## config.mk

```make
export PLATFORM = sky130hd
export DESIGN_NAME = sample_mux_output_formatter
export DESIGN_NICKNAME = d
export VERILOG_FILES = /design/src/inc/smux_pkg.sv /design/src/sample_mux_output_formatter.sv
export SDC_FILE = /design/constraint.sdc
export NUM_CORES = 2
export LEC_CHECK = 0
export ABC_AREA = 1
export BUFFER_PORTS_ARGS = -buffer_cell sky130_fd_sc_hd__buf_2
export CORE_ASPECT_RATIO = 2
export CORE_UTILIZATION = 35
export CTS_CLUSTER_DIAMETER = 120
export DETAILED_ROUTE_END_ITERATION = 12
export GPL_ROUTABILITY_DRIVEN = 0
export PLACE_DENSITY_LB_ADDON = 0.25
export REMOVE_ABC_BUFFERS = 1
export SLEW_MARGIN = 20
export SYNTH_ARGS = -nofsm -noshare
export SYNTH_HDL_FRONTEND = slang
export SYNTH_SLANG_ARGS = --single-unit
```

## constraint.sdc

```tcl
create_clock -name i_clk -period 18.4 [get_ports i_clk]
set_input_delay 2.76 -clock i_clk [delete_from_list [all_inputs] [get_ports i_clk]]
set_output_delay 2.76 -clock i_clk [all_outputs]
set_load 0.01 [all_outputs]
```

## src/inc/smux_pkg.sv

```systemverilog
// Constants, register map and types for the sample multiplex formatter
package smux_pkg;
  // Datapath shape
  localparam int SAMPLE_W = 24;
  localparam int NUM_CH = 8;
  localparam int OPT_SLOTS = 8;
  localparam int AES_LINES = 4;
  localparam int FIFO_DEPTH = 16;
  localparam int MAX_GROUP = 4;

  // Clock and base frame rates
  localparam int CLK_HZ = 200_000_000;
  localparam int BASE_441_HZ = 44_100;
  localparam int BASE_48_HZ = 48_000;
  localparam int CYC_441 = CLK_HZ / BASE_441_HZ;
  localparam int CYC_48 = CLK_HZ / BASE_48_HZ;

  // Speed modes
  typedef enum logic [1:0] {
    SPEED_SINGLE = 2'b00,
    SPEED_DOUBLE = 2'b01,
    SPEED_QUAD = 2'b10
  } speed_t;

  // APB byte addresses
  localparam logic [11:0] ADDR_CTRL = 12'h000;
  localparam logic [11:0] ADDR_CSTAT = 12'h004;
  localparam logic [11:0] ADDR_STATUS = 12'h008;

  // Control register fields
  localparam int CTRL_SPEED = 0;
  localparam int CTRL_BASE48 = 2;
  localparam int CTRL_DWIRE = 3;
  localparam int CTRL_EN = 4;
  localparam int CTRL_MADI64 = 5;
  localparam logic [5:0] CTRL_RESET = 6'h00;

  // Channel-status source register fields
  localparam int CS_PRO = 0;
  localparam int CS_NONAUDIO = 1;
  localparam int CS_PEMPH = 2;
  localparam int CS_PLOCK = 5;
  localparam int CS_PFREQ = 6;
  localparam int CS_CCOPY = 8;
  localparam int CS_CEMPH = 9;
  localparam int CS_CMODE = 12;
  localparam logic [13:0] CSTAT_RESET = 14'h0000;

  // Status register fields
  localparam int ST_COUNT = 0;
  localparam int ST_UNDERRUN = 5;
  localparam int ST_MADI = 8;
  localparam int ST_SPEED = 16;

  // MADI channel capacity per framing and speed
  localparam logic [7:0] MADI_CH_56 = 8'h38;
  localparam logic [7:0] MADI_CH_56_DS = 8'h1c;
  localparam logic [7:0] MADI_CH_56_QS = 8'h0e;
  localparam logic [7:0] MADI_CH_64 = 8'h40;
  localparam logic [7:0] MADI_CH_64_DS = 8'h20;
  localparam logic [7:0] MADI_CH_64_QS = 8'h10;
endpackage

```

## src/sample_mux_output_formatter.sv

```systemverilog
// Sample multiplex output formatter with input FIFO and APB registers
//
// Added by the designer: the register offsets and the APB slave port.
`timescale 1ns/10ps
`default_nettype none

module sample_fifo #(
  parameter int W = 192,
  parameter int DEPTH = 16
) (
  // Clock and reset
  input wire logic i_clk,
  input wire logic i_rst_n,
  // Fill side
  input wire logic i_valid,
  output logic o_ready,
  input wire logic [W-1:0] i_data,
  // Drain side
  output logic o_valid,
  input wire logic i_ready,
  output logic [W-1:0] o_data,
  // Fill level
  output logic [$clog2(DEPTH):0] o_count
);
  localparam int AW = $clog2(DEPTH);

  if (DEPTH < 2 || (1 << AW) != DEPTH) begin : g_chk
    $error("sample_fifo depth must be a power of two");
  end

  logic [W-1:0] mem [0:DEPTH-1];
  logic [AW:0] wr_ptr;
  logic [AW:0] rd_ptr;
  wire logic push = i_valid && o_ready;
  wire logic pop = o_valid && i_ready;

  assign o_count = wr_ptr - rd_ptr;
  assign o_ready = o_count != (AW + 1)'(DEPTH);
  assign o_valid = o_count != '0;
  assign o_data = mem[rd_ptr[AW-1:0]];

  always_ff @(posedge i_clk) begin
    if (push) begin
      mem[wr_ptr[AW-1:0]] <= i_data;
    end
  end

  always_ff @(posedge i_clk or negedge i_rst_n) begin
    if (!i_rst_n) begin
      wr_ptr <= '0;
      rd_ptr <= '0;
    end else begin
      wr_ptr <= wr_ptr + (AW + 1)'(push);
      rd_ptr <= rd_ptr + (AW + 1)'(pop);
    end
  end
endmodule

// Overview of operation
// RL1: Double rate runs the internal sample tick at twice the base rate.
// RL2: Internal samples stay 24 bits wide in every speed mode.
// RL3: Double wire AES line carries one channel, odd then even sample.
// RL4: Double rate multiplexes each channel over two optical slots automatically.
// RL5: Double rate: channels 1-4 on port 1 pairs, 5-8 on port 2.
// RL6: Optical frames keep running at the 44.1 or 48 kHz base rate.
// RL7: Quad rate spreads each channel over four slots, two per port.
// RL8: Quad rate delivers at most four channels over both optical ports.
// RL9: Quad rate AES output is single wire only, one channel per subframe.
// RL10: Status byte 0 bit 0 picks professional or consumer layout.
// RL11: Bit 1 flags non-audio; remaining fields follow the chosen layout.
// RL12: Audio sample bits sit identically in both status layouts.
// RL13: MADI carries up to 28 pairs, 56 channels.
// RL14: 64-channel MADI is limited to base rate; 32 channels at double.
// RL15: MADI payload stays at or below the 100 Mbit/s capacity.
// RL16: Four-way multiplex spreads consecutive samples over four slots.
// RL17: Multiplexing only moves samples; every sample passes unchanged.
// RL18: Earlier samples go on lower-numbered slots within each group.
module sample_mux_output_formatter #(
  parameter int CYC_441 = smux_pkg::CYC_441,
  parameter int CYC_48 = smux_pkg::CYC_48
) (
  // Clock and reset
  input wire logic i_clk,
  input wire logic i_rst_n,
  // APB slave
  input wire logic [11:0] i_paddr,
  input wire logic i_psel,
  input wire logic i_penable,
  input wire logic i_pwrite,
  input wire logic [31:0] i_pwdata,
  input wire logic [3:0] i_pstrb,
  output logic [31:0] o_prdata,
  output logic o_pready,
  output logic o_pslverr,
  // Internal sample frames, all eight channels
  input wire logic i_in_valid,
  output logic o_in_ready,
  input wire logic [191:0] i_in_data,
  // Timing
  output logic o_sample_tick,
  // Optical multichannel ports
  output logic [191:0] o_opt1_data,
  output logic [191:0] o_opt2_data,
  output logic o_opt_strobe,
  // AES lines, subframe A in the low half
  output logic [191:0] o_aes_data,
  output logic o_aes_strobe,
  output logic [7:0] o_cs_byte0
);
  localparam int SW = smux_pkg::SAMPLE_W;
  localparam int FW = smux_pkg::NUM_CH * SW;
  localparam int CW = $clog2(smux_pkg::FIFO_DEPTH) + 1;

  // Quad divides the base period by four, so it must be at least eight
  if (CYC_441 >= 8192 || CYC_48 >= 8192 ||
      CYC_441 < 8 || CYC_48 < 8) begin : g_chk_div
    $error("base period counts out of range");
  end
  // The status word has five bits for the fill level
  if (CW > 5) begin : g_chk_cnt
    $error("FIFO fill level does not fit the status field");
  end
  if (SW != 24 || FW != 192) begin : g_chk_w
    $error("sample word must be 24 bits");
  end

  // Registers
  logic [5:0] ctrl;
  logic [13:0] cstat;
  logic underrun;

  // APB decode
  wire logic sel_ctrl = i_paddr == smux_pkg::ADDR_CTRL;
  wire logic sel_cstat = i_paddr == smux_pkg::ADDR_CSTAT;
  wire logic sel_status = i_paddr == smux_pkg::ADDR_STATUS;
  wire logic mapped = sel_ctrl || sel_cstat || sel_status;
  wire logic setup = i_psel && !i_penable;
  wire logic access = i_psel && i_penable;
  wire logic wr = access && i_pwrite && mapped;
  wire logic [31:0] wmask = {{8{i_pstrb[3]}}, {8{i_pstrb[2]}},
                             {8{i_pstrb[1]}}, {8{i_pstrb[0]}}};
  wire logic [31:0] ctrl_w = ({26'h0, ctrl} & ~wmask) | (i_pwdata & wmask);
  wire logic [31:0] cstat_w = ({18'h0, cstat} & ~wmask) | (i_pwdata & wmask);
  wire logic ur_clr = wr && sel_status && i_pstrb[0] &&
                      i_pwdata[smux_pkg::ST_UNDERRUN];

  assign o_pready = 1'b1;
  assign o_pslverr = access && !mapped;

  // FIFO between the sample source and the frame builder
  logic fifo_valid;
  logic [FW-1:0] fifo_data;
  logic [CW-1:0] fifo_count;
  logic tick;

  sample_fifo #(
    .W(FW),
    .DEPTH(smux_pkg::FIFO_DEPTH)
  ) u_fifo (
    .i_clk(i_clk),
    .i_rst_n(i_rst_n),
    .i_valid(i_in_valid),
    .o_ready(o_in_ready),
    .i_data(i_in_data),
    .o_valid(fifo_valid),
    .i_ready(tick),
    .o_data(fifo_data),
    .o_count(fifo_count)
  );

  // Speed and rate are latched at a frame boundary or while disabled so that a
  // group never mixes two multiplex layouts
  smux_pkg::speed_t speed;
  logic base48;
  logic [1:0] slot;
  logic [1:0] last_slot;
  logic [12:0] div_cnt;
  logic frame_done;
  logic word_done;
  logic [1:0] word_slot;
  logic [FW-1:0] gather [0:smux_pkg::MAX_GROUP-1];

  wire logic enable = ctrl[smux_pkg::CTRL_EN];
  // Take a control write in the cycle it lands, so that enabling with a
  // new speed never starts with a single-speed group
  wire logic [5:0] ctrl_now = (wr && sel_ctrl) ? ctrl_w[5:0] : ctrl;
  wire logic [1:0] req_speed = ctrl_now[smux_pkg::CTRL_SPEED +: 2];
  wire logic is_double = speed == smux_pkg::SPEED_DOUBLE;
  wire logic is_quad = speed == smux_pkg::SPEED_QUAD;
  wire logic [12:0] base_period = base48 ? 13'(CYC_48) : 13'(CYC_441);
  wire logic [1:0] shift = is_quad ? 2'h2 : (is_double ? 2'h1 : 2'h0);
  wire logic [12:0] tick_period = base_period >> shift; // [RL1]
  // The division remainder lands on one gap per group: sample ticks are
  // slightly uneven, but the frame keeps the exact base period
  wire logic [12:0] tick_rem = base_period - (tick_period << shift);
  wire logic frame_end = tick && slot == last_slot;
  wire logic dwire = is_double && ctrl[smux_pkg::CTRL_DWIRE]; // [RL9]

  assign tick = enable && div_cnt == 13'h0000;
  assign last_slot = is_quad ? 2'h3 : (is_double ? 2'h1 : 2'h0);
  assign o_sample_tick = tick;

  always_ff @(posedge i_clk or negedge i_rst_n) begin
    if (!i_rst_n) begin
      speed <= smux_pkg::SPEED_SINGLE;
      base48 <= 1'b0;
    end else if (!enable || frame_end) begin
      case (req_speed)
        2'b01: speed <= smux_pkg::SPEED_DOUBLE;
        2'b10: speed <= smux_pkg::SPEED_QUAD;
        default: speed <= smux_pkg::SPEED_SINGLE;
      endcase
      base48 <= ctrl_now[smux_pkg::CTRL_BASE48];
    end
  end

  always_ff @(posedge i_clk or negedge i_rst_n) begin
    if (!i_rst_n) begin
      div_cnt <= 13'h0000;
      slot <= 2'h0;
      frame_done <= 1'b0;
      word_done <= 1'b0;
      word_slot <= 2'h0;
    end else begin
      frame_done <= frame_end; // [RL6]
      word_done <= tick;
      if (!enable) begin
        div_cnt <= 13'h0000;
        slot <= 2'h0;
      end else if (tick) begin
        div_cnt <= tick_period - 13'h0001 +
                   (frame_end ? tick_rem : 13'h0000); // [RL6]
        slot <= frame_end ? 2'h0 : slot + 2'h1;
        word_slot <= slot;
      end else begin
        div_cnt <= div_cnt - 13'h0001;
      end
    end
  end

  // An empty FIFO at a tick sends silence and raises a sticky flag
  always_ff @(posedge i_clk) begin
    if (tick) begin
      gather[slot] <= fifo_valid ? fifo_data : '0; // [RL2] [RL17]
    end
  end

  wire logic ur_set = tick && !fifo_valid;

  // Optical slot mapping: group of 1, 2 or 4 slots per channel
  logic [FW-1:0] next_opt1;
  logic [FW-1:0] next_opt2;

  for (genvar s = 0; s < smux_pkg::OPT_SLOTS; s++) begin : g_opt
    // Base: channel s; double: pairs; quad: quads, port 2 carries the rest
    wire logic [SW-1:0] b1 = gather[0][s*SW +: SW];
    wire logic [SW-1:0] d1 = gather[s%2][(s/2)*SW +: SW]; // [RL4] [RL18]
    wire logic [SW-1:0] d2 = gather[s%2][(4+s/2)*SW +: SW]; // [RL5]
    wire logic [SW-1:0] q1 = gather[s%4][(s/4)*SW +: SW]; // [RL7] [RL16]
    wire logic [SW-1:0] q2 = gather[s%4][(2+s/4)*SW +: SW]; // [RL8]
    assign next_opt1[s*SW +: SW] = is_quad ? q1 : (is_double ? d1 : b1);
    assign next_opt2[s*SW +: SW] = is_quad ? q2 :
                                   (is_double ? d2 : {SW{1'b0}});
  end

  // AES mapping: single wire pairs per tick, or double wire per frame
  logic [FW-1:0] next_aes;

  for (genvar j = 0; j < smux_pkg::AES_LINES; j++) begin : g_aes
    for (genvar b = 0; b < 2; b++) begin : g_sub
      wire logic [SW-1:0] single = gather[word_slot][(2*j+b)*SW +: SW];
      wire logic [SW-1:0] dbl = gather[b][j*SW +: SW]; // [RL3]
      assign next_aes[(2*j+b)*SW +: SW] = dwire ? dbl : single;
    end
  end

  wire logic aes_upd = dwire ? frame_done : word_done; // [RL9]

  always_ff @(posedge i_clk or negedge i_rst_n) begin
    if (!i_rst_n) begin
      o_opt1_data <= '0;
      o_opt2_data <= '0;
      o_opt_strobe <= 1'b0;
      o_aes_data <= '0;
      o_aes_strobe <= 1'b0;
    end else begin
      o_opt_strobe <= frame_done;
      o_aes_strobe <= aes_upd;
      if (frame_done) begin
        o_opt1_data <= next_opt1;
        o_opt2_data <= next_opt2;
      end
      if (aes_upd) begin
        o_aes_data <= next_aes; // [RL12]
      end
    end
  end

  // Channel-status byte 0, laid out by the professional flag
  wire logic cs_pro = cstat[smux_pkg::CS_PRO];
  wire logic [7:0] cs_pro_byte = {cstat[smux_pkg::CS_PFREQ +: 2],
                                  cstat[smux_pkg::CS_PLOCK],
                                  cstat[smux_pkg::CS_PEMPH +: 3],
                                  cstat[smux_pkg::CS_NONAUDIO], 1'b1};
  wire logic [7:0] cs_con_byte = {cstat[smux_pkg::CS_CMODE +: 2],
                                  cstat[smux_pkg::CS_CEMPH +: 3],
                                  cstat[smux_pkg::CS_CCOPY],
                                  cstat[smux_pkg::CS_NONAUDIO], 1'b0};
  wire logic [7:0] next_cs = cs_pro ? cs_pro_byte : cs_con_byte; // [RL10]

  always_ff @(posedge i_clk or negedge i_rst_n) begin
    if (!i_rst_n) begin
      o_cs_byte0 <= 8'h00;
    end else begin
      o_cs_byte0 <= next_cs; // [RL11]
    end
  end

  // MADI channel capacity for the current framing and speed; the 64
  // channel frame only fits the payload at base rate
  wire logic madi64 = ctrl[smux_pkg::CTRL_MADI64];
  wire logic [7:0] madi_56 = is_quad ? smux_pkg::MADI_CH_56_QS :
                             (is_double ? smux_pkg::MADI_CH_56_DS :
                              smux_pkg::MADI_CH_56); // [RL13]
  wire logic [7:0] madi_64 = is_quad ? smux_pkg::MADI_CH_64_QS :
                             (is_double ? smux_pkg::MADI_CH_64_DS :
                              smux_pkg::MADI_CH_64); // [RL14]
  wire logic [7:0] madi_lim = madi64 ? madi_64 : madi_56; // [RL15]

  // Register read mux
  wire logic [31:0] status_word = {14'h0000, speed, madi_lim, 2'b00,
                                   underrun, 5'(fifo_count)};
  wire logic [31:0] next_prdata = sel_ctrl ? {26'h0, ctrl} :
                                  sel_cstat ? {18'h0, cstat} :
                                  sel_status ? status_word : 32'h0;

  always_ff @(posedge i_clk or negedge i_rst_n) begin
    if (!i_rst_n) begin
      ctrl <= smux_pkg::CTRL_RESET;
      cstat <= smux_pkg::CSTAT_RESET;
      underrun <= 1'b0;
      o_prdata <= 32'h0;
    end else begin
      if (setup && !i_pwrite) begin
        o_prdata <= next_prdata;
      end
      if (wr && sel_ctrl) begin
        ctrl <= ctrl_w[5:0];
      end
      if (wr && sel_cstat) begin
        cstat <= cstat_w[13:0];
      end
      // Set wins over a simultaneous clear
      underrun <= ur_set || (underrun && !ur_clr);
    end
  end
endmodule

`default_nettype wire

```

==> flow_summary.yaml <==
drt:
  drc: 1
  viasPerCell: 5.51
  firstDrtPassIters: 10
  via_count: 121000
  drt-total-wl_um: 606000
  drt-initial-drc-count: 10900
  wl_per_cell_um: 27.6
  antenna_left: 0
finish:
  syn2layout_area_growth_pct: 13.3
  nNetsFinal: 15000
  drive_gt1_share_pct: 11.9
synthesis:
  syn_inst: 14300
  syn_area_um2: 181000
  ys_seq_elements: 4496
  syn_avg_cell_area_um2: 12.7
  synthFlopType: "edfxtp_1"
  synth.distinct_cells: 48
  yosysSeqAreaShare_pct: 72.6
  async_flop_share_pct: 14.6
  synth_edf_count: 3840
  synth_warnings: 0
sta:
  rsz0062_at_grt: "false"
  hold_viol: 0
  skew_ns: 0.0670
  drv_slew: 0
  whs_ns: 0.411
  max_slew_margin_pct: 24.1
  fin_setup_tns_ns: 0
  worst_pin_slew_ns: 1.13
  setup_viol: 0
  max_clock_freq_mhz: 150
  finalCriticalPeriod_ns: 6.68
  post-route-period-util_pct: 36.3
clocking:
  cts_hold_buf: 0
  cts_max_level: 5
  cts_resized: 0
  root_buffer: "clkbuf_16"
  cts_buffers: 406
  clockBufferDepth: 4
  cts_tree: "done"
  insertion_delay_ns: 0.99
  cts.sinks: 4496
  post_cts_buffers: 0
  clk_pin_slew_ns: 0.06
grt:
  grt_pass1_wl_um: 860000
  grt.total_usage_pct: 22.6
  grt_max_degree: 189
  antenna_found_initial: 172
  overflow: 0
  grt_pass1_vias: 119000
floorplan:
  core_area_um2: 516000
  io_pins: 868
  die-area_um2: 521000
  fp.dieW_um: 511
  rows: 373
  die_h_um: 1020
  initial_core_util_pct: 35.2
critical_path:
  path_cells: "buf_2 -> nor2_1 -> nand2_1 -> nor2_1 -> inv_2 -> a21oi_2 -> or2_2 -> inv_1 -> buf_2"
  cp_max_fo: 3
  required_ns: 15.64
  critPathBufInv: 4
  crit_path_start_kind: "input pin"
  worstSetupPathType: "in2out"
  crit_family: "simple AND/OR/NAND/NOR gates"
  arrival_ns: 3.92
  worst_setup_path_end_kind: "output port"
  cpMaxStageDelayCell: "nor2_1"
  cpPeakStageDelay_ns: 0.23
place:
  hpwl_um: 358000
  io_buffers: 831
outcome:
  violations: "DRC"
  status: "complete, but fails checks"
power_and_ir_drop:
  irDropWorstVdd_mv: 0.0757
  cellPowerDensity_nw_per_um2: 108
  leakage_nw: 71.4
run:
  maxCapViolCount: 0
min_path:
  hold_path_class: "reg2reg"
-- layout make-up --
cell class              instances  area [um^2]
fillers                     48700       310000
flip-flops and latches       4496       132000
multi-input cells            8260        43100
clock buffers                 555        11300
well taps                    6750         8450
repair buffers               1102         6540
clock inverters               205         2060
inverters                     481         1860
diodes                        123          308
-- through the flow --
stage	setup slack (ns)	std cells	power [mW]	utilization, %	cell area (um^2)
after floorplan	-93.49	13200	13.2	-	176000
after global placement	11.71	21100	13.8	37.2	192000
after detailed placement	11.70	21100	13.8	37.2	192000
after CTS	11.70	21800	22.4	39.8	205000
after global routing	11.63	21900	22.8	39.8	205000
final	11.72	22000	22.2	39.8	205000
-- layer usage --
| metal | part of all wire (%) | track usage, % | vias to the layer above | wire length, um |
|---|---|---|---|---|
| li1 | - | - | 53400 | - |
| met1 | 41 | 28.4 | 62300 | 247000 |
| met2 | 50 | 39.4 | 4269 | 301000 |
| met3 | 6.1 | 3.39 | 1041 | 36900 |
| met4 | 3.4 | 7.77 | 76 | 20700 |
| met5 | 0.075 | 0 | - | 457 |
-- where the power goes --
group,leakage [nW],switching [mW],internal (mW)
clock,6.51,3.91,4.71
sequential,42.9,0.134,11.9
combinational,22.0,1.26,0.244
-- final timing paths --
path | from | endpoint | slack, ns | cells past startpoint
worst min register to register | register | o_cs_byte0[1]$_DFF_PN0_ | 0.41 | 0
worst max-delay path | i_paddr[5] | o_pslverr | 11.72 | 9
max in group asynchronous | i_rst_n | word_slot[1]$_DFFE_PN0P_ | 13.18 | 5
worst min-delay path | register | o_cs_byte0[1]$_DFF_PN0_ | 0.41 | 0
worst max register to register | u_fifo.rd_ptr[3]$_DFF_PN0_ | u_fifo.mem[12][48]$_DFFE_PP_ | 12.25 | 12
min in group asynchronous | i_rst_n | o_opt2_data[161]$_DFFE_PN0P_ | 1.67 | 1
-- placed cells by master (no fill, tap or decap), types with 238 or more instances in the layout --
cell and count:
a21oi_1 1382, a22oi_1 502, a32o_1 340, buf_2 830, buf_4 244, clkbuf_16 415, dfrtp_1 649, edfxtp_1 3840
inv_1 469, nand2_1 3292, nand3_1 238, nor2_1 455, o211ai_1 293, o21ai_0 787
-- cells in the mapped netlist (238+ instances only) --
| cell | instances | share of area (%) |
|---|---|---|
| edfxtp_1 | 3840 | 64 |
| nand2_1 | 3294 | 6.8 |
| a21oi_1 | 1383 | 3.8 |
| o21ai_0 | 787 | 2.2 |
| dfrtp_1 | 656 | 9.1 |
| buf_2 | 534 | 1.5 |
| a22oi_1 | 502 | 2.1 |
| inv_1 | 473 | 0.98 |
| nor2_1 | 460 | 0.95 |
| clkbuf_1 | 352 | 0.73 |
| a32o_1 | 340 | 1.9 |
| o211ai_1 | 293 | 1.2 |
| nand3_1 | 238 | 0.66 |
-- worst reg2reg max path: stages, from the launching register on --
cell     delay [ns]
dfrtp_4        0.87
inv_6          0.41
ha_1           0.47
a21oi_1        0.13
o21ai_0        0.12
xnor2_1        0.46
inv_1          0.08
nand2_1        0.15
nand2_1        0.07
buf_4          0.22
nor3_2         0.87
buf_4          0.85
buf_4          1.00
-- registers in the layout, indices dropped and copies added (netlist names), named ones only --
name,count
word_slot,2
slot,2
u_fifo.mem,3072
speed,2
frame_done,1
u_fifo.rd_ptr,5
o_cs_byte0,8
o_opt2_data,192
o_aes_data,192
word_done,1
ctrl,3
o_opt1_data,192
o_prdata,17
underrun,1
u_fifo.wr_ptr,5
o_opt_strobe,1
base48,1
div_cnt,13
o_aes_strobe,1
gather,768
-- cells by family (layout without fill, tap and decap cells) --
family / count (synthesis) / count (layout) / share of synthesized area, %
flip-flops: 4496 / 4496 / 72.6
AND/OR/NAND/NOR: 4193 / 4193 / 9.04
AO/OA/AOI/OAI: 3803 / 3803 / 13.1
buffers and inverters: 1523 / 2343 / 3.76
multiplexers: 169 / 169 / 0.933
adder cells (fa/ha/maj): 52 / 52 / 0.367
XOR/XNOR: 27 / 27 / 0.130
other: 2 / 139 / 0.00414
Note: power is estimated with default switching activity, not from simulation.
